## src/verilog/pic_pkg.sv

```systemverilog
/*
  Constants shared by the prioritized interrupt controller: register map,
  field layout, reset values, vector addresses, wake-up masks, FSM codes.
  Assumes an APB master with 32-bit data and an 8-bit byte address.
*/
// Notes on behaviour
// - Entering a service routine sets the global mask bit.
// - Simultaneous enabled requests: lowest source index is served first.
// - Vectors: reset FFFE, trap FFFC, sources 0..13 from FFFA down to FFE0.
// - Any interrupt source wakes the core from wait mode.
// - Halt ends only on reset, external sources, serial peripheral, marked ones.
// - Reload overflow and timer real-time 1 wake from active-halt only.
// - Auto-wake-up source ends only auto-wake-up-from-halt mode and wait mode.
// - Trap instruction is always serviced whatever the mask bit.
// - External vector loads only after its event and with mask clear.
// - Edge request latched until service entry clears it.
// - Sensitivity acts on the AND-combined enabled pins; low blocks rising.
// - Peripheral request needs mask clear and enable set, else stays pending.
// - The flag-clearing sequence also discards the pending latch.
// - Sensitivity register: four 2-bit fields, source 3 at top, reset 00h.
// - Sensitivity writes take effect only while the mask bit is set.
// - Codes: 00 fall+low, 01 rise, 10 fall, 11 both edges.
// - Source 3 pin: none, port B bits 0, 1, 2; resets to none.
// - Source 2 pin: none, port B bits 3, 5, 6; resets to none.
// - Source 1 pin: none, port A bits 4, 5, 6; resets to none.
// - Source 0 pin select is software writable, bits 1:0.
// - Source 0 pin: none, port A bits 1, 2, 3; resets to none.
// - Entry: stack the context, then set the mask, then load vector; here mask set and vector load come on the same edge.
// - After reset all maskable interrupts stay disabled until mask clear.
package pic_pkg;

  // Bus and register map
  localparam int ADDR_W = 8;
  localparam int DATA_W = 32;
  localparam logic [7:0] OFS_SENS = 8'h00;
  localparam logic [7:0] OFS_PINSEL = 8'h04;
  localparam logic [7:0] OFS_STATUS = 8'h08;
  localparam logic [7:0] SENS_RST = 8'h00;
  localparam logic [7:0] PINSEL_RST = 8'h00;
  localparam int STAT_MASK_BIT = 16;
  localparam int STAT_BUSY_BIT = 17;

  // Sources
  localparam int NSRC = 14;
  localparam int NEXT = 4;
  localparam int NPER = 10;
  localparam int EXT_BASE = 1;
  localparam int FLD_W = 2;
  localparam logic [1:0] PIN_NONE = 2'h0;

  // Sensitivity codes
  localparam logic [1:0] SENS_FALL_LOW = 2'h0;
  localparam logic [1:0] SENS_RISE = 2'h1;
  localparam logic [1:0] SENS_FALL = 2'h2;
  localparam logic [1:0] SENS_BOTH = 2'h3;

  // Pin map per external source, codes 1..3 in order; sources 2,3 on port B
  localparam logic [NEXT-1:0] SRC_ON_PB = 4'hC;
  localparam logic [NEXT-1:0][2:0][2:0] PIN_IDX = '{
    '{3'h2, 3'h1, 3'h0},
    '{3'h6, 3'h5, 3'h3},
    '{3'h6, 3'h5, 3'h4},
    '{3'h3, 3'h2, 3'h1}};

  // Vectors
  localparam logic [15:0] VEC_RESET = 16'hFFFE;
  localparam logic [15:0] VEC_TRAP = 16'hFFFC;
  localparam logic [15:0] VEC_SRC0 = 16'hFFFA;
  localparam logic [15:0] VEC_STEP = 16'h0002;

  // Low power modes as driven by the power sequencer
  localparam logic [3:0] LP_RUN = 4'h0;
  localparam logic [3:0] LP_WAIT = 4'h1;
  localparam logic [3:0] LP_HALT = 4'h2;
  localparam logic [3:0] LP_AHALT = 4'h4;
  localparam logic [3:0] LP_AWU = 4'h8;

  // Wake-up source masks per mode
  localparam logic [NSRC-1:0] WAKE_WAIT = 14'h3FFF;
  localparam logic [NSRC-1:0] WAKE_HALT = 14'h101E;
  localparam logic [NSRC-1:0] WAKE_AHALT = 14'h1A1E;
  localparam logic [NSRC-1:0] WAKE_AWU = 14'h101F;

  // Service sequencer
  typedef enum logic [3:0] {
    ST_IDLE = 4'b0001,
    ST_SAVE = 4'b0010,
    ST_MASK = 4'b0100,
    ST_LOAD = 4'b1000
  } pic_state_t;

endpackage

```

## src/verilog/pic_top.sv

```systemverilog
/*
  Prioritized interrupt controller: external pin sources with selectable
  pins and sensitivity, latched peripheral requests, fixed priority,
  vector selection, the non-maskable trap, the global mask bit and the
  low power wake-up decision.
  Assumes the core signals instruction boundaries, trap execution and
  stacking completion as one-cycle pulses on pclk, and that the power
  sequencer reports the current low power mode. Pins are synchronous.
*/
`timescale 1ns/1ps
module pic_top
  import pic_pkg::*;
(
  // Clock, reset, enable
  input wire logic pclk,
  input wire logic presetn,
  input wire logic clk_en,
  // APB slave
  input wire logic psel,
  input wire logic penable,
  input wire logic pwrite,
  input wire logic [ADDR_W-1:0] paddr,
  input wire logic [DATA_W-1:0] pwdata,
  output logic [DATA_W-1:0] prdata,
  output logic pready,
  output logic pslverr,
  // Port pins and their interrupt enables
  input wire logic [7:0] port_a_in,
  input wire logic [7:0] port_b_in,
  input wire logic [7:0] port_a_int_en,
  input wire logic [7:0] port_b_int_en,
  // Peripheral flags: bit 0 is source 0, bits 9:1 are sources 13:5
  input wire logic [NPER-1:0] periph_flag,
  input wire logic [NPER-1:0] periph_ie,
  input wire logic [NPER-1:0] periph_clear,
  // Core side
  input wire logic cpu_insn_end,
  input wire logic cpu_trap,
  input wire logic cpu_save_done,
  input wire logic cpu_mask_set,
  input wire logic cpu_mask_clr,
  input wire logic [3:0] lp_mode,
  output logic mask_bit,
  output logic save_req,
  output logic vec_load,
  output logic [15:0] vec_addr,
  output logic wake
);

  typedef struct packed {
    logic [7:0] sens;
    logic [7:0] pinsel;
    logic i_bit;
    logic [NEXT-1:0] lvl;
    logic [NEXT-1:0] ext_latch;
    logic [NPER-1:0] per_prev;
    logic [NPER-1:0] per_pend;
    pic_state_t state;
    logic svc_trap;
    logic [3:0] svc_idx;
    logic save_req;
    logic vec_load;
    logic [15:0] vec_addr;
    logic wake;
    logic [DATA_W-1:0] prdata;
    logic pready;
    logic pslverr;
  } pic_regs_t;

  pic_regs_t r_ff;
  pic_regs_t nxt_r;

  logic [NEXT-1:0] ext_level;
  logic [NEXT-1:0] ext_edge;
  logic [NEXT-1:0] ext_low_req;
  logic [NSRC-1:0] pend_all;
  logic [NSRC-1:0] en_all;
  logic [NSRC-1:0] elig;
  logic [NSRC-1:0] wake_mask;
  logic [NPER-1:0] per_rise;
  logic [3:0] win_idx;
  logic win_any;
  logic setup_ph;
  logic access_ph;
  logic addr_ok;
  logic [7:0] grp_mask;
  logic [7:0] sel_mask;
  logic [7:0] pins;
  logic [7:0] pin_ie;
  logic [1:0] fld;
  logic [1:0] code;

  // Pin selection and the AND-combined source level per external source
  always_comb begin
    grp_mask = 8'h00;
    sel_mask = 8'h00;
    pins = 8'h00;
    pin_ie = 8'h00;
    fld = PIN_NONE;
    code = SENS_FALL_LOW;
    ext_level = '1;
    ext_edge = '0;
    ext_low_req = '0;
    for (int e = 0; e < NEXT; e++) begin
      fld = r_ff.pinsel[e*FLD_W +: FLD_W];
      code = r_ff.sens[e*FLD_W +: FLD_W];
      pins = SRC_ON_PB[e] ? port_b_in : port_a_in;
      pin_ie = SRC_ON_PB[e] ? port_b_int_en : port_a_int_en;
      grp_mask = 8'h00;
      sel_mask = 8'h00;
      for (int k = 0; k < 3; k++) begin
        grp_mask[PIN_IDX[e][k]] = 1'b1;
      end
      if (fld != PIN_NONE) begin
        sel_mask[PIN_IDX[e][fld - 2'h1]] = 1'b1;
      end
      // combined pin level
      // A source with no pin selected idles high; deselecting a low level can still latch a rising edge.
      if (fld == PIN_NONE) begin
        ext_level[e] = 1'b1;
      end else begin
        ext_level[e] = &(pins | ~((pin_ie & grp_mask) | sel_mask));
      end
      unique case (code)
        SENS_RISE: ext_edge[e] = ext_level[e] & ~r_ff.lvl[e];
        SENS_FALL: ext_edge[e] = ~ext_level[e] & r_ff.lvl[e];
        SENS_BOTH: ext_edge[e] = ext_level[e] ^ r_ff.lvl[e];
        SENS_FALL_LOW: ext_edge[e] = ~ext_level[e] & r_ff.lvl[e];
      endcase
      ext_low_req[e] = (code == SENS_FALL_LOW) & ~ext_level[e];
    end
  end

  // Request, enable and eligibility vectors in source order
  always_comb begin
    per_rise = periph_flag & ~r_ff.per_prev;
    pend_all = {r_ff.per_pend[NPER-1:1],
                r_ff.ext_latch | ext_low_req,
                r_ff.per_pend[0]};
    en_all = {periph_ie[NPER-1:1], {NEXT{1'b1}}, periph_ie[0]};
    // external needs event and clear mask
    elig = pend_all & en_all & {NSRC{~r_ff.i_bit}};
  end

  always_comb begin
    win_idx = 4'h0;
    win_any = 1'b0;
    for (int s = NSRC - 1; s >= 0; s--) begin
      if (elig[s]) begin
        win_idx = 4'(s);
        win_any = 1'b1;
      end
    end
  end

  // Wake-up mask for the current low power mode
  always_comb begin
    unique case (lp_mode)
      LP_WAIT: wake_mask = WAKE_WAIT;
      LP_HALT: wake_mask = WAKE_HALT;
      LP_AHALT: wake_mask = WAKE_AHALT;
      LP_AWU: wake_mask = WAKE_AWU;
      default: wake_mask = '0;
    endcase
  end

  assign setup_ph = psel & ~penable;
  assign access_ph = psel & penable & r_ff.pready;
  assign addr_ok = (paddr == OFS_SENS) | (paddr == OFS_PINSEL) |
                   (paddr == OFS_STATUS);

  // Next-state logic for the whole block
  always_comb begin
    nxt_r = r_ff;
    nxt_r.lvl = ext_level;
    nxt_r.per_prev = periph_flag;
    nxt_r.vec_load = 1'b0;

    // Mask bit: core instructions first, entry sequence overrides below
    if (cpu_mask_set) begin
      nxt_r.i_bit = 1'b1;
    end else if (cpu_mask_clr) begin
      nxt_r.i_bit = 1'b0;
    end

    // clear pulse from the flag logic
    // A fresh flag edge in the same cycle is kept, not lost.
    nxt_r.per_pend = (r_ff.per_pend & ~periph_clear) | per_rise;

    nxt_r.ext_latch = r_ff.ext_latch | ext_edge;

    // Low power wake decision ignores the mask; the mode entry clears it
    nxt_r.wake = |(pend_all & en_all & wake_mask);

    // Service sequencer
    unique case (r_ff.state)
      ST_IDLE: begin
        if (cpu_trap) begin
          nxt_r.svc_trap = 1'b1;
          nxt_r.state = ST_SAVE;
          nxt_r.save_req = 1'b1;
        end else if (cpu_insn_end && win_any) begin
          nxt_r.svc_trap = 1'b0;
          nxt_r.svc_idx = win_idx;
          nxt_r.state = ST_SAVE;
          nxt_r.save_req = 1'b1;
          if (win_idx >= 4'(EXT_BASE) && win_idx < 4'(EXT_BASE + NEXT)) begin
            nxt_r.ext_latch[2'(win_idx - 4'(EXT_BASE))] =
              ext_edge[2'(win_idx - 4'(EXT_BASE))];
          end
        end
      end
      ST_SAVE: begin
        if (cpu_save_done) begin
          nxt_r.save_req = 1'b0;
          nxt_r.state = ST_MASK;
        end
      end
      ST_MASK: begin
        nxt_r.i_bit = 1'b1;
        nxt_r.state = ST_LOAD;
        nxt_r.vec_load = 1'b1;
        if (r_ff.svc_trap) begin
          nxt_r.vec_addr = VEC_TRAP;
        end else begin
          nxt_r.vec_addr = VEC_SRC0 - 16'(r_ff.svc_idx) * VEC_STEP;
        end
      end
      ST_LOAD: begin
        nxt_r.state = ST_IDLE;
      end
      default: begin
        nxt_r.state = ST_IDLE;
        nxt_r.save_req = 1'b0;
      end
    endcase

    // APB: setup cycle prepares the answer, access cycle completes it
    if (setup_ph && !r_ff.pready) begin
      nxt_r.pready = 1'b1;
      nxt_r.pslverr = ~addr_ok;
      nxt_r.prdata = '0;
      if (!pwrite) begin
        unique case (paddr)
          OFS_SENS: nxt_r.prdata[7:0] = r_ff.sens;
          OFS_PINSEL: nxt_r.prdata[7:0] = r_ff.pinsel;
          OFS_STATUS: begin
            nxt_r.prdata[NSRC-1:0] = pend_all;
            nxt_r.prdata[STAT_MASK_BIT] = r_ff.i_bit;
            nxt_r.prdata[STAT_BUSY_BIT] = (r_ff.state != ST_IDLE);
          end
          default: nxt_r.prdata = '0;
        endcase
      end
    end else if (access_ph) begin
      nxt_r.pready = 1'b0;
      nxt_r.pslverr = 1'b0;
      if (pwrite) begin
        if (paddr == OFS_SENS && r_ff.i_bit) begin
          nxt_r.sens = pwdata[7:0];
        end
        if (paddr == OFS_PINSEL) begin
          nxt_r.pinsel = pwdata[7:0];
        end
      end
    end else begin
      nxt_r.pready = 1'b0;
      nxt_r.pslverr = 1'b0;
    end
  end

  // State register; clock enable low freezes everything
  always_ff @(posedge pclk or negedge presetn) begin
    if (!presetn) begin
      r_ff.sens <= SENS_RST;
      r_ff.pinsel <= PINSEL_RST;
      r_ff.i_bit <= 1'b1;
      r_ff.lvl <= '1;
      r_ff.ext_latch <= '0;
      r_ff.per_prev <= '0;
      r_ff.per_pend <= '0;
      r_ff.state <= ST_IDLE;
      r_ff.svc_trap <= 1'b0;
      r_ff.svc_idx <= 4'h0;
      r_ff.save_req <= 1'b0;
      r_ff.vec_load <= 1'b0;
      r_ff.vec_addr <= VEC_RESET;
      r_ff.wake <= 1'b0;
      r_ff.prdata <= '0;
      r_ff.pready <= 1'b0;
      r_ff.pslverr <= 1'b0;
    end else if (clk_en) begin
      r_ff <= nxt_r;
    end
  end

  // Outputs straight from the state register
  assign prdata = r_ff.prdata;
  assign pready = r_ff.pready;
  assign pslverr = r_ff.pslverr;
  assign mask_bit = r_ff.i_bit;
  assign save_req = r_ff.save_req;
  assign vec_load = r_ff.vec_load;
  assign vec_addr = r_ff.vec_addr;
  assign wake = r_ff.wake;

endmodule

```

## config.mk

```make
export PLATFORM = sky130hd
export DESIGN_NAME = pic_top
export DESIGN_NICKNAME = d
export VERILOG_FILES = /design/src/verilog/pic_pkg.sv /design/src/verilog/pic_top.sv
export SDC_FILE = /design/constraint.sdc
export NUM_CORES = 1
export LEC_CHECK = 0
export BUFFER_PORTS_ARGS = -buffer_cell sky130_fd_sc_hd__buf_2
export CORE_MARGIN = 2
export CORE_UTILIZATION = 25
export DETAILED_ROUTE_END_ITERATION = 10
export GPL_TIMING_DRIVEN = 0
export PLACE_DENSITY = 0.56
export SLEW_MARGIN = 30
export SYNTH_ARGS = -nofsm -noshare
export SYNTH_HDL_FRONTEND = slang
export SYNTH_SLANG_ARGS = --single-unit
```

## constraint.sdc

```tcl
create_clock -name pclk -period 4 [get_ports pclk]
set_clock_uncertainty 0.1 [all_clocks]
set_input_delay 0.2 -clock pclk [delete_from_list [all_inputs] [get_ports pclk]]
set_output_delay 0.2 -clock pclk [all_outputs]
set_load 0.02 [all_outputs]
```

* Word-level counts from Yosys, hierarchy flattened
Cells that the tools add are included.
Widths: inputs -> output; s select.
** Storage, ports and cells
- Word-level logic and storage cells :: 248
- Bits in registers :: 107
- Input bits :: 117
- Output and inout port bits :: 54
** Cells by class
- Eq/ne operators :: 25
- Reduce and logical (&&, ||, !) cells :: 44
- Mux-type cells :: 83
- Order comparisons :: 16
- Add/subtract/negate cells :: 6
- Bitwise logic cells :: 57
** Operator list (number)
- $mux 4 :: 19
- $pmux 14 s4 :: 1
- $and 14x14->14 :: 3
- $mux 8 :: 4
- $not 8->8 :: 4
- $or 8x8->8 :: 4
- $reduce_and 8->1 :: 4
- $mux 1 :: 29
- $bmux 3 s2 :: 4
- $pmux 8 s3 :: 1
- $and 10x10->10 :: 2
- $not 10->10 :: 2
- $mux 18 :: 1
- $mux 17 :: 1
- $eq 2x2->1 const B :: 8
- $logic_not 2->1 :: 8
- $lt 3x4->1 const B :: 4
- $mux 16 :: 1
- $or 7x8->8 :: 2
- $and 1x1->1 :: 15
- $lt 2x3->1 const B :: 5
- $pmux 1 s3 :: 5
- $not 1->1 :: 14
- $reduce_or 14->1 :: 1
- 42 further kinds :: 89

* Depth between registers and ports, before layout
Gate-level depths: netlist of the first run.
- Word-level depth :: 42
- Depth in mapped cells :: 14
- Mapped depth without buffers :: 14

* Worst setup path after synthesis of the first run
Ideal clock, no wire load.
- Kind :: reg-to-reg
- From :: reg r_ff[95] (netlist name)
- To :: reg r_ff[82] (netlist name)
- Required time :: 3760 ps
- Setup time :: 140 ps
- Arrival :: 2877 ps
- Cell stages (with the launch flop) :: 13
- Setup slack :: 883 ps
- Period minus slack after synthesis :: 3117 ps
- Buffers on the path :: 0
- Cell sequence :: dfrtp_1 -> inv_1 -> ha_1 -> nand3b_1 -> o2111a_1 -> a31oi_1 -> a21oi_2 -> a31oi_1 -> inv_1 -> ha_1 -> mux2_2 -> mux2i_1 -> a31oi_1
** On the way
- Word-level cells in the longest chain between the ends :: 32
- Elaborated cells between the ends (all ways) :: 50
- Classes of those cells :: add/sub (2); order compare (6); mux (24); bitwise (11); reduce/logical (7)
** RTL lines
- from (decl) :: line pic_top.sv:70 : pic_regs_t r_ff;
- from (signal assigned) :: line pic_top.sv:293 : r_ff <= nxt_r;
- $sub 2x1->2 :: line pic_top.sv:115 : sel_mask[PIN_IDX[e][fld - 2'h1]] = 1'b1;
- $bmux 3 s2 :: line pic_top.sv:115
- $mux 3 (not written as such) :: line pic_top.sv:115
- $lt 3x4->1 (not written as such) / $ge 3x1->1 (equally long branches) :: line pic_top.sv:115
- $logic_and 1x1->1 (not written as such) :: line pic_top.sv:115
- $mux 1 (not written as such) :: line pic_top.sv:115
- $demux 1 s3 :: line pic_top.sv:115
- $mux 8 :: line pic_top.sv:114 : if (fld != PIN_NONE) begin
- [14 not listed]
- net win_idx[0] :: line pic_top.sv:81 : logic [3:0] win_idx;
- [2 not listed]
- $logic_and 1x1->1 (not written as such) :: line pic_top.sv:208 : nxt_r.ext_latch[2'(win_idx - 4'(EXT_BASE))] =
- $mux 1 (not written as such) :: line pic_top.sv:208
- $demux 1 s2 :: line pic_top.sv:208
- $bwmux 4 :: line pic_top.sv:208
- $mux 4 * :: line pic_top.sv:207 : if (win_idx >= 4'(EXT_BASE) && win_idx < 4'(EXT_BASE + NEXT)) begin
- $mux 4 * :: line pic_top.sv:202 : end else if (cpu_insn_end && win_any) begin
- $mux 4 * :: line pic_top.sv:198 : if (cpu_trap) begin
- $mux 4 * :: line pic_top.sv:196 : unique case (r_ff.state)
The timed path passes the listed nets; every way through them passes the cells marked *. The select of a mux whose other input is x is not followed.
A chain may end at the register's enable or synchronous reset.

* Worst setup path in the final report of the first run
- From :: reg r_ff[95] (netlist name)
- To :: reg r_ff[84] (netlist name)
The elaborated chain is that of the path after synthesis.

==> flow_summary.ini, run 1 <==
[global_route]
grt_pass1_vias = 4039
grt_usage_pct = 13.7
grt_start_max_net_pins = 42
antenna_found_initial = 6
overflow = 0
grt_pass1_wl_um = 21600

[drt]
routedWlPerCell_um = 14.7
met3WireLength_um = 1020
vias = 4079
met2_length_um = 6200
met1_length_um = 6320
drc = 0
dr.max_layer_used = met5
drt_iter0_markers = 235
via_per_inst = 4.36
routed_wl_um = 13800
dr.pass1.iters = 4
ant_nets = 0

[power_and_ir_drop]
fin_total_pwr_w = 0.00240
switching_share_pct = 30.9
p_switching_w = 0.000743
power_density_nw_per_um2 = 381
p_leak_nw = 3.13
p_comb_share_pct = 24.3
vdd_drop_max_uv = 206
p_int_w = 0.00166
sequentialPowerShare_pct = 42.6
p_clk_share_pct = 33.1

[timing]
final_max_slew_viol_count = 0
worst_pin_slew_ns = 0.774
rsz0062_at_grt = no
period_share_pct = 92.5
fmax_mhz = 270
relSlewSlack_pct = 47.7
period_needed_ns = 3.70
finalSetupViolCount = 0
setup-tns-final_ns = 0
hold_viol = 0
setup_slack_ns = 0.299

[synthesis]
syn-mean-instance-area_um2 = 9.73
async_flop_share_pct = 100
synthesis.area_um2 = 4870
synth_edf_count = 0
synth_cell_type_count = 58
ys_seq_area_share_pct = 41.4
ys_warn_count = 0
synth_seq_cells = 80
ys.flop_type = dfrtp_1
netlist_instances = 500

[clocking]
cts_buffer_depth = 2
clock_sink_count = 80
htreeDepth = 3
numCtsBuffers = 9
cts_root_buf = clkbuf_16
clk_pin_slew_ns = 0.06
clock_latency_ns = 0.34
cts_tree = built

[critical_path]
rrSetupSlack_ns = 0.30
critical_path.endpoint_type = register
criticalPathCategory = register to register
required_ns = 4.08
path_max_fanout = 8
arrival_ns = 3.78
start_kind = register

[hold_path]
hold_class = primary input to register

[cells_and_area]
fill_cells = 2072
multi_input_area_um2 = 2400
seq_area_um2 = 2020
syn2layout_area_growth_pct = 29.7
fin_nets = 798
final_common_cell = buf_2
design_area_um2 = 6310
final_layout_size_suffix_gt1_share_pct = 34.2
final_cell_mix = buf_2 (113), dfrtp_1 (69), nand2_1 (49)

[placement]
hpwl_um = 10900
placed_area_um2 = 5890
gp_congestion = 0.833
pre_cts_ws_ns = 0.111
numPortBuffers = 112

[floorplanning]
die_h_um = 144
die-area_um2 = 20600
start_util_pct = 25.2
num_rows = 51
core-area_um2 = 19300
num_io_pins = 171
die_width_um = 144

[job]
max-cap-violations = 0

[status]
outcome = completed
==> per-layer routing <==
metal  vias to the layer above  global-route usage [%]
li1                       2047                       -
met1                      1905                    18.1
met2                       106                    21.8
met3                        19                    3.80
met4                         2                    4.49
met5                         -                       0
==> what timing repair did <==
item                                    4_1_cts  5_1_grt
gates resized for setup                       0        2
buffers inserted                              0        0
hold endpoints to repair                     50        0
endpoints found under the setup margin        0        4
hold buffers                                 11        0
==> metrics by stage <==
step / utilization [%] / cells / hold slack (ns)
final: 32.7 / 936 / 0.00436
after global placement: 30.4 / 902 / 0.322
after global routing: 32.7 / 933 / 0.0107
after floorplan: - / 525 / -0.196
after detailed placement: 30.6 / 904 / 0.0426
after CTS: 32.6 / 931 / 0.000195
==> worst paths after layout <==
path | depth (start not counted) | endpoint | start
max in group asynchronous | 3 | r_ff[89] | presetn
max reg2reg | 12 | r_ff[84] | r_ff[95]
min | 3 | r_ff[79] | periph_flag[7]
max | 12 | r_ff[84] | r_ff[95]
min reg2reg | 1 | vec_addr[1] | r_ff[53]
min in group asynchronous | 2 | prdata[13] | presetn
==> cell usage after synthesis (14+ instances only) <==
library cell / instances / area [µm²]
mux2_2: 23 / 259
nand2_1: 49 / 184
buf_4: 48 / 360
inv_1: 39 / 146
a21oi_1: 18 / 90.1
mux2i_1: 14 / 140
a22o_1: 16 / 140
dfrtp_1: 69 / 1730
nor2_1: 26 / 97.6
o21ai_0: 27 / 135
ha_1: 20 / 250
==> cell type report <==
class                           instances  share of cell area (%)
Clock buffer                           13                    4.28
Multi-Input combinational cell        344                    38.1
Timing Repair Buffer                  125                    11.1
Antenna cell                            5                   0.198
Buffer                                 62                    6.56
Clock inverter                          3                   0.238
Inverter                               39                    2.32
Tap cell                              265                    5.25
Sequential cell                        80                    31.9
==> flip-flops by register name (all words and copies together) (netlist names) <==
signal,flops
vec_load,1
pslverr,1
code,2
mask_bit,1
vec_addr,5
pready,1
r_ff,39
fld,2
save_req,1
wake,1
pend_all,10
prdata,16
==> critical path: stages, from the launching register on <==
cell,delay [ns]
dfrtp_1,0.45
inv_1,0.13
ha_1,0.33
nand3b_1,0.08
o2111a_1,0.16
a31oi_2,0.32
a21oi_2,0.21
a31oi_1,0.41
inv_1,0.12
ha_1,0.34
mux2_2,0.34
mux2i_1,0.37
a31oi_1,0.17
==> cell families (layout without fill, tap and decap cells) <==
kind of cell             Yosys count  in the layout  synth area share (%)
AND/OR/NAND/NOR                  131            131                  13.4
AO/OA/AOI/OAI                    125            125                  19.4
buffers and inverters            101            242                  11.5
flip-flops                        80             80                  41.4
multiplexers                      37             37                  8.20
adder cells (fa/ha/maj)           20             20                  5.14
XOR/XNOR                           4              4                 0.720
other                              2             32                 0.154
==> power groups by stage <==
stage / combinational [W] / sequential (W) / clock (W)
after global routing: 0.000651 / 0.00104 / 0.000845
after global placement: 0.000566 / 0.00104 / 0
after CTS: 0.000586 / 0.00103 / 0.000805
after detailed placement: 0.000576 / 0.00104 / 0
after floorplan: 0.000388 / 0.00102 / 0
final: 0.000584 / 0.00102 / 0.000796
(Power assumes the default switching activity.)
==> inputs of run 2 (changes only) <==
--- a/config.mk
+++ b/config.mk
@@ -11,6 +11,7 @@
 export DETAILED_ROUTE_END_ITERATION = 10
 export GPL_TIMING_DRIVEN = 0
 export PLACE_DENSITY = 0.56
+export REMOVE_ABC_BUFFERS = 1
 export SLEW_MARGIN = 30
 export SYNTH_ARGS = -nofsm -noshare
 export SYNTH_HDL_FRONTEND = slang
==> flow_summary.ini, run 2 (synthesis gave the netlist of run 1 again) <==
[clocking]
htreeDepth = 3
cts_tree = built
cts_post_setup_buffers_inserted = 0
clock_latency_ns = 0.35
clk_pin_slew_ns = 0.06
numCtsBuffers = 9
clock_sink_count = 80
cts_buffer_depth = 2
cts_root_buf = clkbuf_16

[drt]
drt_iter0_markers = 109
drc = 0
routedWlPerCell_um = 14.2
vias = 3870
ant_nets = 0
via_per_inst = 4.40
dr.pass1.iters = 4
routed_wl_um = 12400

[critical_path]
crit_buf_inv = 2
r2r-end = r_ff[84]
rr_worst_depth = 12
slowest_delay_ns = 0.46
criticalPathCategory = register to register
crit_slowest_cell = dfrtp_1
arrival_ns = 3.70
required_ns = 4.09
r2r_start = r_ff[96]
path_cells = inv_1 > ha_1 > nand3b_1 > o2111a_1 > a31oi_2 > a21oi_2 > a31oi_1 > inv_1 > ha_1 > mux2_2 > mux2i_1 > a31oi_1
start_kind = register
rrSetupSlack_ns = 0.39
critical_path.endpoint_type = register
path_max_fanout = 8
crit_family = compound AO/OA/AOI/OAI gates

[power_and_ir_drop]
sequentialPowerShare_pct = 41.8
p_switching_w = 0.000718
vdd_drop_max_uv = 153
p_clk_share_pct = 36.6
p_leak_nw = 2.92
switching_share_pct = 29.5
power_density_nw_per_um2 = 404
p_comb_share_pct = 21.6
p_int_w = 0.00172

[placement]
hpwl_um = 9350
pre_cts_ws_ns = 0.198
dp.cells = 843
gp_congestion = 0.784
numPortBuffers = 113

[hold_path]
hold_depth = 3
worstHoldEndpoint = pend_all[12]
hold_start = periph_clear[8]
hold_class = primary input to register

[timing]
finalSetupViolCount = 0
period_needed_ns = 3.61
period_share_pct = 90.3
hold_viol = 0
rsz0062_at_grt = no
final_max_slew_viol_count = 0
fmax_mhz = 277
setup_slack_ns = 0.388
relSlewSlack_pct = 33.7
worst_pin_slew_ns = 0.987

[cells_and_area]
fin_cells = 879
final_layout_size_suffix_gt1_share_pct = 29.0
final_cell_mix = buf_2 (112), dfrtp_1 (69), nand2_1 (49)
syn2layout_area_growth_pct = 23.7
utilization_pct = 31.2
antenna_cells = 0
fill_cells = 2058
final_common_cell = buf_2
regMostFlops = r_ff
fin_nets = 746
largest_register_ffs = 39

[floorplanning]
die_width_um = 144
core-area_um2 = 19300
num_io_pins = 171
die_h_um = 144
num_rows = 51
die-area_um2 = 20600
start_util_pct = 25.2

[global_route]
grt_pass1_vias = 3754
overflow = 0
grt_pass1_wl_um = 19500
antenna_found_initial = 1
grt_start_max_net_pins = 74
grt_usage_pct = 12.4

[job]
max-cap-violations = 0

[status]
outcome = completed
run 2: changes by cell type in the layout (fill, tap and decap cells not counted), sizes merged:
cell,change
buf,-52
bufinv,+2
clkbuf,-9
clkinv,-2
diode,-5
dlygate4sd3,+9
run 2: layer usage:
layer	wire (µm)	global-route usage [%]	share of wire, %	vias to the layer above
li1	-	-	-	1927
met1	5580	15.6	45	1841
met2	5820	19.8	47	80
met3	695	3.47	5.6	20
met4	332	5.78	2.7	2
met5	16	0	0.13	-
run 2: area by class of cell:
class	instances	area [µm²]	share of cell area, %
inverters	39	146	2.43
clock inverters	3	65.1	1.08
multi-input cells	344	2400	39.9
flip-flops and latches	80	2020	33.5
well taps	265	332	5.51
repair buffers	135	807	13.4
clock buffers	13	250	4.16
run 2: worst max-delay path by stage:
stage             start    endpoint  slack [ns]  cells after the start
6_report       r_ff[96]    r_ff[84]        0.39                     12
5_1_grt        r_ff[96]    r_ff[84]        0.06                     12
4_1_cts        r_ff[96]    r_ff[84]        0.18                     12
3_5_place_dp   r_ff[96]    r_ff[84]        0.20                     12
3_3_place_gp     clk_en  prdata[17]      -0.007                      5
2_1_floorplan  r_ff[95]    r_ff[82]        0.89                     12
run 2: worst register-to-register path: cells and delay by family (launching register included):
| family | cells | cell delay (ns) |
|---|---|---|
| flip-flops | 1 | 0.46 |
| adder cells (fa/ha/maj) | 2 | 0.67 |
| multiplexers | 2 | 0.64 |
| AO/OA/AOI/OAI | 5 | 1.25 |
| buffers and inverters | 2 | 0.24 |
| AND/OR/NAND/NOR | 1 | 0.09 |
run 2: metrics by stage:
step                total power, W  hold slack [ns]  area [µm²]  setup TNS, ns
finish                     0.00243           0.0331        6020              0
global route               0.00259           0.0412        6020              0
detailed placement         0.00155           0.0278        5490              0
global placement           0.00153            0.312        5440        -0.0140
floorplan                  0.00134           -0.196        4550              0
CTS                        0.00247           0.0229        6010              0
run 2: timing repair:
action | in CTS | in global routing
hold buffers | 20 | 0
setup endpoints to repair | 0 | 4
resized for setup | 0 | 2
hold endpoints to repair | 65 | 0
run 2: power groups by stage:
stage          Clock [W]  Combinational, W  Sequential, W
6_report        0.000892          0.000526        0.00102
5_1_grt         0.000956          0.000595        0.00104
4_1_cts         0.000919          0.000532        0.00102
3_5_place_dp           0          0.000515        0.00103
3_3_place_gp           0          0.000505        0.00103
2_1_floorplan          0          0.000292        0.00105
